**config.mk**
```make
export PLATFORM = sky130hd
export DESIGN_NAME = flash_seq
export DESIGN_NICKNAME = d
export VERILOG_FILES = /design/src/rtl/flash_seq_pkg.sv /design/src/rtl/page_buf_if.sv /design/src/rtl/page_buf.sv /design/src/rtl/flash_seq.sv
export VERILOG_INCLUDE_DIRS = /design/src /design/src/rtl
export SDC_FILE = /design/constraint.sdc
export NUM_CORES = 2
export LEC_CHECK = 0
export ABC_AREA = 1
export BUFFER_PORTS_ARGS = -buffer_cell sky130_fd_sc_hd__buf_4
export CORE_MARGIN = 2
export CORE_UTILIZATION = 39
export DETAILED_ROUTE_END_ITERATION = 10
export HOLD_SLACK_MARGIN = 0.1
export PLACE_DENSITY_LB_ADDON = 0.08
export SLEW_MARGIN = 20
export SYNTH_ARGS = -nofsm -noshare
export SYNTH_HDL_FRONTEND = slang
export SYNTH_SLANG_ARGS = --single-unit
```
**constraint.sdc**
```tcl
create_clock -name mclk -period 11.7 [get_ports mclk]
set_clock_uncertainty 0.15 [all_clocks]
set_input_delay 2.34 -clock mclk [delete_from_list [all_inputs] [get_ports mclk]]
set_output_delay 2.34 -clock mclk [all_outputs]
set_load 0.01 [all_outputs]
```
**src/rtl/flash_seq_defs.svh**
```systemverilog
// Constants of the flash program and erase sequencer.
`ifndef FLASH_SEQ_DEFS_SVH
`define FLASH_SEQ_DEFS_SVH

`define OPC_WRITE_ENABLE   8'h06
`define OPC_WRITE_DISABLE  8'h04
`define OPC_PAGE_PROG      8'h02
`define OPC_PAGE_PROG_W    8'h12
`define OPC_QUAD_PROG      8'h32
`define OPC_QUAD_PROG_W    8'h34
`define OPC_SECTOR_ERASE   8'h20
`define OPC_SECTOR_ERASE_W 8'h21
`define OPC_BLK32_ERASE    8'h52
`define OPC_BLK32_ERASE_W  8'h5c
`define OPC_BLK64_ERASE    8'hd8

`define ADDR_BITS_NARROW   6'd24
`define ADDR_BITS_WIDE     6'd32
`define BITS_PER_BYTE      4'd8

`define PAGE_MASK          32'h0000_00ff
`define SECTOR_MASK        32'h0000_0fff
`define BLK32_MASK         32'h0000_7fff
`define BLK64_MASK         32'h0000_ffff
`define PROTECT_UNIT       33'h0_0001_0000
`define ARRAY_TOP          33'h1_0000_0000

`define MCLK_PERIOD_NS     40
`define PROGRAM_CYCLE_TIME_US 700
`define SECTOR_ERASE_TIME_US  50000
`define BLOCK_ERASE_TIME_US   150000

`endif

```
**src/rtl/flash_seq_pkg.sv**
```systemverilog
// Types shared by the flash program and erase sequencer.
package flash_seq_pkg;
	typedef enum logic [2:0] {
		st_idle   = 3'b000,
		st_opcode = 3'b001,
		st_single = 3'b010,
		st_addr   = 3'b011,
		st_data   = 3'b100,
		st_armed  = 3'b101,
		st_ignore = 3'b110
	} cmd_state_t;
	typedef enum logic [1:0] {
		op_program = 2'b00,
		op_sector  = 2'b01,
		op_blk32   = 2'b10,
		op_blk64   = 2'b11
	} op_kind_t;
endpackage

```
**src/rtl/page_buf_if.sv**
```systemverilog
// Signals between the sequencer and its page buffer.
`timescale 1ns/1ps
`default_nettype none
interface page_buf_if;
	logic       clr;
	logic       wr_en;
	logic [7:0] wr_addr;
	logic [7:0] wr_data;
	logic [7:0] rd_addr;
	logic [7:0] rd_data;
	logic       rd_valid;
	modport seq (output clr, output wr_en, output wr_addr, output wr_data,
		output rd_addr, input rd_data, input rd_valid);
	modport buf_side (input clr, input wr_en, input wr_addr, input wr_data,
		input rd_addr, output rd_data, output rd_valid);
endinterface
`default_nettype wire

```
**src/rtl/page_buf.sv**
```systemverilog
// Page buffer of 256 bytes with a per-byte written mark.
`timescale 1ns/1ps
`default_nettype none
module page_buf #(
	parameter int DEPTH = 256
) (
	input  wire logic   mclk,
	input  wire logic   sys_rst,
	input  wire logic   clk_en,
	page_buf_if.buf_side pb
);
	logic [7:0]       mem [DEPTH];
	logic [DEPTH-1:0] written;

	always_ff @(posedge mclk) begin
		if (clk_en && pb.wr_en) begin
			mem[pb.wr_addr] <= pb.wr_data;
		end
	end

	// A later byte to the same slot simply overwrites the earlier one.
	always_ff @(posedge mclk) begin
		if (sys_rst) begin
			written <= '0;
		end else if (clk_en) begin
			if (pb.clr) begin
				written <= '0;
			end else if (pb.wr_en) begin
				written[pb.wr_addr] <= 1'b1;
			end
		end
	end

	always_ff @(posedge mclk) begin
		if (sys_rst) begin
			pb.rd_data  <= 8'h00;
			pb.rd_valid <= 1'b0;
		end else if (clk_en) begin
			pb.rd_data  <= mem[pb.rd_addr];
			pb.rd_valid <= written[pb.rd_addr];
		end
	end
endmodule
`default_nettype wire

```
**src/rtl/flash_seq.sv**
```systemverilog
// Program and erase command sequencer of a serial NOR flash.
//
// Behaviour
// [RULE1] Opcode 12H programs a page with a 32-bit address in either mode.
// [RULE2] Quad page program uses four lines and needs quad enable set.
// [RULE3] Host sends 32H, three address bytes, then data on the quad lines; the code takes four address bytes for 32H when addr4_mode is set.
// [RULE4] Beyond 256 data bytes, only the last 256 are programmed in the page.
// [RULE5] Fewer than 256 bytes program only those bytes; the rest stay unchanged.
// [RULE6] Program runs only if select rises on a data byte boundary.
// [RULE7] Select rising after a valid program starts a program cycle.
// [RULE8] Busy flag reads 1 during any cycle and 0 afterwards.
// [RULE9] Write enable latch is cleared before each cycle completes.
// [RULE10] Program or erase is refused unless the write enable latch is set.
// [RULE11] Commands aimed at a protected page, sector or block are ignored.
// [RULE12] Opcode 34H is quad program with 32-bit address, needs quad enable.
// [RULE13] Opcode 20H erases the 4KB sector holding the given address.
// [RULE14] Erase runs only if select rises right after the last address bit.
// [RULE15] A valid sector erase starts a sector erase cycle at select rise.
// [RULE16] Opcode 21H is sector erase with a 32-bit address.
// [RULE17] Opcode 52H erases the 32KB block holding the given address.
// [RULE18] Both block erases run a block erase cycle from select rise.
// [RULE19] Opcode 5CH is 32KB block erase with a 32-bit address.
// [RULE20] Opcode D8H erases the 64KB block holding the given address.
// [RULE21] Host holds select low from opcode through the last bit.
// [RULE22] Base erase opcodes take three or four address bytes by mode.
// [RULE23] Data past the page end wraps to the start of the same page.
// [RULE24] While busy, new program or erase commands are refused.
`timescale 1ns/1ps
`default_nettype none
`include "flash_seq_defs.svh"
module flash_seq
	import flash_seq_pkg::*;
#(
	parameter int PROGRAM_CYCLES = (`PROGRAM_CYCLE_TIME_US * 1000) / `MCLK_PERIOD_NS,
	parameter int SECTOR_CYCLES  = (`SECTOR_ERASE_TIME_US * 1000) / `MCLK_PERIOD_NS,
	parameter int BLOCK_CYCLES   = (`BLOCK_ERASE_TIME_US * 1000) / `MCLK_PERIOD_NS
) (
	input  wire logic        mclk,
	input  wire logic        sys_rst,
	input  wire logic        clk_en,
	input  wire logic        cs_n,
	input  wire logic        sck,
	input  wire logic        quad_line_0,
	input  wire logic        quad_line_1,
	input  wire logic        quad_line_2,
	input  wire logic        quad_line_3,
	input  wire logic        addr4_mode,
	input  wire logic        quad_lines_enable,
	input  wire logic        protect_level_bit4,
	input  wire logic        protect_level_bit3,
	input  wire logic        protect_level_bit2,
	input  wire logic        protect_level_bit1,
	input  wire logic        protect_level_bit0,
	input  wire logic [7:0]  prog_rd_addr,
	output logic             busy_cycle_flag,
	output logic             write_enable_latch,
	output logic             op_start,
	output var op_kind_t     op_kind,
	output logic [31:0]      op_addr,
	output logic [7:0]       prog_rd_data,
	output logic             prog_rd_valid
);
	page_buf_if pb ();

	page_buf #(.DEPTH(256)) u_buf (
		.mclk    (mclk),
		.sys_rst (sys_rst),
		.clk_en  (clk_en),
		.pb      (pb)
	);

	function automatic logic is_program(input logic [7:0] op);
		return op == `OPC_PAGE_PROG || op == `OPC_PAGE_PROG_W ||
			op == `OPC_QUAD_PROG || op == `OPC_QUAD_PROG_W;
	endfunction

	function automatic logic is_erase(input logic [7:0] op);
		return op == `OPC_SECTOR_ERASE || op == `OPC_SECTOR_ERASE_W ||
			op == `OPC_BLK32_ERASE || op == `OPC_BLK32_ERASE_W ||
			op == `OPC_BLK64_ERASE;
	endfunction

	function automatic logic is_quad(input logic [7:0] op);
		return op == `OPC_QUAD_PROG || op == `OPC_QUAD_PROG_W;
	endfunction

	function automatic logic is_wide(input logic [7:0] op);
		return op == `OPC_PAGE_PROG_W || op == `OPC_QUAD_PROG_W ||
			op == `OPC_SECTOR_ERASE_W || op == `OPC_BLK32_ERASE_W;
	endfunction

	function automatic op_kind_t kind_of(input logic [7:0] op);
		case (op)
			`OPC_SECTOR_ERASE, `OPC_SECTOR_ERASE_W: return op_sector;
			`OPC_BLK32_ERASE, `OPC_BLK32_ERASE_W: return op_blk32;
			`OPC_BLK64_ERASE: return op_blk64;
			default: return op_program;
		endcase
	endfunction

	function automatic logic [31:0] span_of(input op_kind_t k);
		case (k)
			op_sector: return `SECTOR_MASK;
			op_blk32:  return `BLK32_MASK;
			op_blk64:  return `BLK64_MASK;
			default:   return `PAGE_MASK;
		endcase
	endfunction

	// The protected area is the top of the array, 64KB doubled per level step up to the whole array at level 17; levels 18 and up protect nothing.
	function automatic logic is_protected(input logic [31:0] hi, input logic [4:0] lvl);
		logic [32:0] size;
		size = `PROTECT_UNIT << (lvl - 5'd1);
		if (lvl == 5'd0) begin
			return 1'b0;
		end
		if (size >= `ARRAY_TOP) begin
			return 1'b1;
		end
		return {1'b0, hi} >= (`ARRAY_TOP - size);
	endfunction

	// Link pins come from the host's domain and pass two flip-flops first.
	logic [5:0] pin_meta;
	logic [5:0] pin_sync;
	logic       sck_prev;
	logic       cs_prev;

	always_ff @(posedge mclk) begin
		if (sys_rst) begin
			pin_meta <= 6'h3f;
			pin_sync <= 6'h3f;
			sck_prev <= 1'b1;
			cs_prev  <= 1'b1;
		end else if (clk_en) begin
			pin_meta <= {cs_n, sck, quad_line_3, quad_line_2, quad_line_1, quad_line_0};
			pin_sync <= pin_meta;
			sck_prev <= pin_sync[4];
			cs_prev  <= pin_sync[5];
		end
	end

	logic       cs_low;
	logic       cs_fall;
	logic       cs_rise;
	logic       sck_rise;
	logic [3:0] io_in;

	assign cs_low   = !pin_sync[5];
	assign cs_fall  = cs_prev && !pin_sync[5];
	assign cs_rise  = !cs_prev && pin_sync[5];
	assign sck_rise = cs_low && !sck_prev && pin_sync[4];
	assign io_in    = pin_sync[3:0];

	cmd_state_t  state;
	logic [7:0]  opcode;
	logic [5:0]  bit_cnt;
	logic [5:0]  addr_len;
	logic [31:0] addr;
	logic [7:0]  data_sh;
	logic [7:0]  byte_cnt;
	logic        byte_seen;
	logic [31:0] cycle_cnt;

	logic [7:0]  next_opcode;
	logic [3:0]  step;
	logic [5:0]  next_bits;
	logic [7:0]  next_byte;
	logic        byte_done;
	logic [4:0]  prot_lvl;
	op_kind_t    cmd_kind;
	logic [31:0] target_lo;
	logic        target_prot;
	logic        go_prog;
	logic        go_erase;
	logic        go_cycle;

	assign next_opcode = {opcode[6:0], io_in[0]};
	assign step        = is_quad(opcode) ? 4'd4 : 4'd1; // [RULE2] [RULE12]
	assign next_bits   = bit_cnt + {2'b00, step};
	assign next_byte   = is_quad(opcode) ? {data_sh[3:0], io_in} : {data_sh[6:0], io_in[0]};
	assign byte_done   = state == st_data && sck_rise && next_bits == {2'b00, `BITS_PER_BYTE};
	assign prot_lvl    = {protect_level_bit4, protect_level_bit3, protect_level_bit2,
		protect_level_bit1, protect_level_bit0};
	assign cmd_kind    = kind_of(opcode); // [RULE13] [RULE17] [RULE20]
	assign target_lo   = addr & ~span_of(cmd_kind);
	assign target_prot = is_protected(addr | span_of(cmd_kind), prot_lvl); // [RULE11]

	// Program needs whole bytes and at least one; erase needs select right after addressing.
	assign go_prog  = cs_rise && state == st_data && bit_cnt == 6'd0 && byte_seen &&
		write_enable_latch && !busy_cycle_flag && !target_prot; // [RULE6] [RULE10] [RULE24]
	assign go_erase = cs_rise && state == st_armed && write_enable_latch &&
		!busy_cycle_flag && !target_prot; // [RULE14] [RULE10] [RULE24]
	assign go_cycle = go_prog || go_erase;

	// Command framing; the host keeps select low for the whole command.
	always_ff @(posedge mclk) begin
		if (sys_rst) begin
			state    <= st_idle;
			opcode   <= 8'h00;
			bit_cnt  <= 6'd0;
			addr_len <= `ADDR_BITS_NARROW;
		end else if (clk_en) begin
			if (cs_fall) begin
				state   <= st_opcode;
				bit_cnt <= 6'd0;
			end else if (!cs_low) begin
				state <= st_idle; // [RULE21]
			end else if (sck_rise) begin
				case (state)
					st_opcode: begin
						opcode  <= next_opcode;
						bit_cnt <= bit_cnt + 6'd1;
						if (bit_cnt == 6'd7) begin
							bit_cnt <= 6'd0;
							if (is_wide(next_opcode) || addr4_mode) begin
								addr_len <= `ADDR_BITS_WIDE; // [RULE1] [RULE16] [RULE19] [RULE22]
							end else begin
								addr_len <= `ADDR_BITS_NARROW; // [RULE3] [RULE22]
							end
							if (next_opcode == `OPC_WRITE_ENABLE ||
								next_opcode == `OPC_WRITE_DISABLE) begin
								state <= st_single;
							end else if (busy_cycle_flag) begin
								state <= st_ignore; // [RULE24]
							end else if (is_quad(next_opcode) && !quad_lines_enable) begin
								state <= st_ignore; // [RULE2] [RULE12]
							end else if (is_program(next_opcode) || is_erase(next_opcode)) begin
								state <= st_addr;
							end else begin
								state <= st_ignore;
							end
						end
					end
					st_addr: begin
						bit_cnt <= bit_cnt + 6'd1;
						if (bit_cnt == addr_len - 6'd1) begin
							bit_cnt <= 6'd0;
							state   <= is_program(opcode) ? st_data : st_armed;
						end
					end
					st_data: begin
						bit_cnt <= byte_done ? 6'd0 : next_bits;
					end
					st_single, st_armed: begin
						state <= st_ignore; // [RULE14]
					end
					st_ignore, st_idle: begin
						state <= state;
					end
					default: begin
						state <= st_idle;
					end
				endcase
			end
		end
	end

	always_ff @(posedge mclk) begin
		if (sys_rst) begin
			addr <= 32'h0000_0000;
		end else if (clk_en) begin
			if (cs_fall) begin
				addr <= 32'h0000_0000;
			end else if (sck_rise && state == st_addr) begin
				addr <= {addr[30:0], io_in[0]};
			end
		end
	end

	// Data bytes land at the start offset plus count, wrapping in the page.
	always_ff @(posedge mclk) begin
		if (sys_rst) begin
			data_sh   <= 8'h00;
			byte_cnt  <= 8'h00;
			byte_seen <= 1'b0;
		end else if (clk_en) begin
			if (cs_fall) begin
				byte_cnt  <= 8'h00;
				byte_seen <= 1'b0;
			end else if (sck_rise && state == st_data) begin
				data_sh <= next_byte;
				if (byte_done) begin
					byte_cnt  <= byte_cnt + 8'h01; // [RULE23]
					byte_seen <= 1'b1;
				end
			end
		end
	end

	always_ff @(posedge mclk) begin
		if (sys_rst) begin
			pb.clr     <= 1'b0;
			pb.wr_en   <= 1'b0;
			pb.wr_addr <= 8'h00;
			pb.wr_data <= 8'h00;
		end else if (clk_en) begin
			pb.clr   <= sck_rise && state == st_opcode && bit_cnt == 6'd7 &&
				!busy_cycle_flag && is_program(next_opcode); // [RULE5]
			pb.wr_en <= byte_done; // [RULE4]
			if (byte_done) begin
				pb.wr_addr <= addr[7:0] + byte_cnt; // [RULE23] [RULE4]
				pb.wr_data <= next_byte;
			end
		end
	end

	assign pb.rd_addr = prog_rd_addr;
	assign prog_rd_data  = pb.rd_data;
	assign prog_rd_valid = pb.rd_valid; // [RULE5]

	// Write enable latch; it drops as the self-timed cycle begins.
	always_ff @(posedge mclk) begin
		if (sys_rst) begin
			write_enable_latch <= 1'b0;
		end else if (clk_en) begin
			if (go_cycle) begin
				write_enable_latch <= 1'b0; // [RULE9]
			end else if (cs_rise && state == st_single && !busy_cycle_flag) begin
				write_enable_latch <= opcode == `OPC_WRITE_ENABLE; // [RULE10]
			end
		end
	end

	// Self-timed cycle: busy for exactly the cycle count of the operation.
	always_ff @(posedge mclk) begin
		if (sys_rst) begin
			busy_cycle_flag <= 1'b0;
			cycle_cnt       <= 32'h0000_0000;
			op_start        <= 1'b0;
			op_kind         <= op_program;
			op_addr         <= 32'h0000_0000;
		end else if (clk_en) begin
			op_start <= go_cycle;
			if (go_cycle) begin
				busy_cycle_flag <= 1'b1; // [RULE8]
				op_kind         <= cmd_kind;
				op_addr         <= target_lo;
				case (cmd_kind)
					op_program: cycle_cnt <= 32'(PROGRAM_CYCLES - 1); // [RULE7]
					op_sector:  cycle_cnt <= 32'(SECTOR_CYCLES - 1); // [RULE15]
					default:    cycle_cnt <= 32'(BLOCK_CYCLES - 1); // [RULE18]
				endcase
			end else if (busy_cycle_flag) begin
				if (cycle_cnt == 32'h0000_0000) begin
					busy_cycle_flag <= 1'b0; // [RULE8]
				end else begin
					cycle_cnt <= cycle_cnt - 32'h0000_0001;
				end
			end
		end
	end
endmodule
`default_nettype wire

```
==> impl_metrics.csv <==
group,metric,value,unit
timing,max_freq,167.8,MHz
min_path,worstHoldPathType,"register to register",
yosys,ys.flop_type,"edfxtp_1",
yosys,synth_area_leaders,"edfxtp_1, nand3_1, nand2_1",
run,cap_violations,0,
clocking,clock_latency,930,ps
clocking,clock_path_buffers,4,
critical_path,cp.arrival,6640,ps
yosys,async_flop_share,0,%
yosys,ys_seq_elements,2473,
cells_and_area,drive_above_1_share,6.751,%
drt,wirelength,337.3,mm
power,p_per_area,160.7,nW/um2
clocking,cts_max_level,5,
yosys,synth.distinct_cells,49,
power,power,18.76,mW
timing,final.period_utilization,50.95,%
clocking,numCtsBuffers,294,
timing,holdWs,296.0,ps
power,peakVddDrop,0.1443,mV
cells_and_area,nNetsFinal,10070,
drt,drtPass1Iterations,6,
yosys,synth_area_per_cell,10.26,um2
timing,drv_slew,0,
drt,drc_errors,0,
placed_design,dp_hpwl,185.8,mm
global_route,overflow,0,
clocking,cts_sinks,2473,
floorplan,die_y,522.9,um
timing,min_period,5961,ps
clocking,clk_pin_slew_worst_paths,60,ps
timing,setup_viol,0,
critical_path,cp_slowest_cell,"clkinv_2",
critical_path,critPathKind,"input pin to register",
clocking,post_cts_resize_count,0,
yosys,yosysTopAreaCell,"edfxtp_1",
floorplan,rows,190,
floorplan,fp.coreArea,267900,um2
clocking,post_cts_buffers,0,
drt,vias_per_cell,5.426,
floorplan,ios,70,
global_route,gr-usage-all-layers,24.25,%
clocking,cts_hold_buf,0,
run_status,outcome,"completed",
floorplan,dieArea,273500,um2
global_route,grt_pass1_vias,71170,
clocking,cts-root-buf,"clkbuf_16",
placed_design,port_buffers,61,
global_route,grt_max_degree,221,
critical_path,critPathCaptureType,"register",
floorplan,start_util,39.20,%
critical_path,cp.required,12380,ps
timing,fin_tns_setup,0,ps
timing,report.final.hold_viol_count,0,
timing,slew_headroom,8.652,%
critical_path,crit_path_max_fanout,37,
drt,num_vias,74760,
yosys,syn_area,105000,um2
global_route,grt_antenna_before_repair,15,
timing,worst_pin_slew,1370,ps
drt,routedWlPerCell,24.49,um
clocking,cts_tree,"done",
power,leakagePower,42.82,nW
global_route,grt_pass1_wl,494.1,mm
critical_path,cp-start-kind,"input pin",
yosys,synth_top_area_share,58.56,%
cells_and_area,final_common_cell,"nand2_1",
drt,drt_iter0_markers,7834,
yosys,synth_edf_count,2048,
placed_design,routabilityCongestion,0.8361,
cells_and_area,synthToLayoutAreaGrowth,11.13,%
timing,rsz0062_at_grt,"no",
floorplan,fp.dieW,522.9,um
drt,ant_nets,0,
yosys,ys_seq_area_share,66.66,%
cells_and_area,final_cell_mix,"nand2_1, nand3_1, edfxtp_1, nor2_1, dfxtp_1",
yosys,synthCells,10240,
critical_path,max_stage_delay,390,ps
yosys,ys_warn_count,0,
## cell usage after synthesis, types with 5 or more instances
master,n
a21oi_1,369
buf_2,243
inv_2,13
nand3_1,2565
ha_1,34
nand2_1,2819
o22ai_1,5
buf_6,49
nor2_1,492
nor3_1,25
buf_1,85
nor4_1,37
or2_2,5
o21ai_0,110
nand4_1,34
clkbuf_1,283
a31oi_1,16
buf_4,82
nor2_2,9
xnor2_1,20
o21ai_1,27
xor2_1,30
inv_1,374
edfxtp_1,2048
dfxtp_1,425
## routing by layer
metal  track usage, %  vias to the layer above  routed length, um
li1                 -                    34960                  -
met2            38.39                     2310             156200
met4            5.924                        6               7676
met1            35.13                    37020             154100
met3            3.414                      460              19370
met5                0                        -                 39
## registers in the layout, summed over array words and instances (netlist names), 8 cells and up
| register | flops |
|---|---|
| addr | 32 |
| byte_cnt | 8 |
| cycle_cnt | 32 |
| op_addr | 24 |
| opcode | 8 |
| pb.wr_addr | 8 |
| pb.wr_data | 8 |
| u_buf.mem | 2048 |
| u_buf.pb.rd_data | 8 |
| u_buf.written | 256 |
## metrics by stage
stage,util (%),std cells,setup WS (ps),instance area (um2)
floorplan,-,10250,6091,105100
global placement,40.26,13270,4925,107900
detailed placement,40.28,13270,4825,107900
CTS,43.54,13770,5781,116700
global route,43.56,13770,5272,116700
finish,43.56,13780,5739,116700
## power by group
group	internal, mW	switching [mW]	total [mW]
clock network	4.97	3.56	8.53
logic	0.186	0.632	0.819
registers	9.40	0.00746	9.41
total	14.6	4.20	18.8
## critical path, delay by kind of cell
kind            cells  cell delay [ps]
fa+ha+maj           3              730
buf+inv             5             1090
compound gates      2              310
simple gates       16             2130
## worst paths after layout
| kind | depth (start not counted) | slack, ps | start | end |
|---|---|---|---|---|
| worst min-delay path | 2 | 300 | u_buf.written[168] | u_buf.written[168] |
| worst max register to register | 17 | 7490 | opcode[6] | byte_cnt[1] |
| worst min register to register | 2 | 300 | u_buf.written[168] | u_buf.written[168] |
| worst max-delay path | 26 | 5740 | protect_level_bit1 | op_kind[1] |
## cells by family (layout without fill, tap and decap cells)
logic type	Yosys count	in the layout	synth area share, %
AND/OR/NAND/NOR	6005	6005	24.84
flip-flops	2473	2473	66.66
adder cells (fa/ha/maj)	35	35	0.4241
buffers and inverters	1137	1110	5.023
AO/OA/AOI/OAI	539	539	2.633
XOR/XNOR	50	50	0.4170
other	1	12	0.003571
## layout make-up
class,count,area (um2)
Clock buffer,404,8025
Tap cell,3552,4444
Sequential cell,2473,70040
Fill cell,25460,151200
Timing Repair Buffer,215,1810
Antenna cell,4,10.01
Clock inverter,98,729.5
Multi-Input combinational cell,6637,30140
Inverter,393,1515
(Power assumes the default switching activity.)
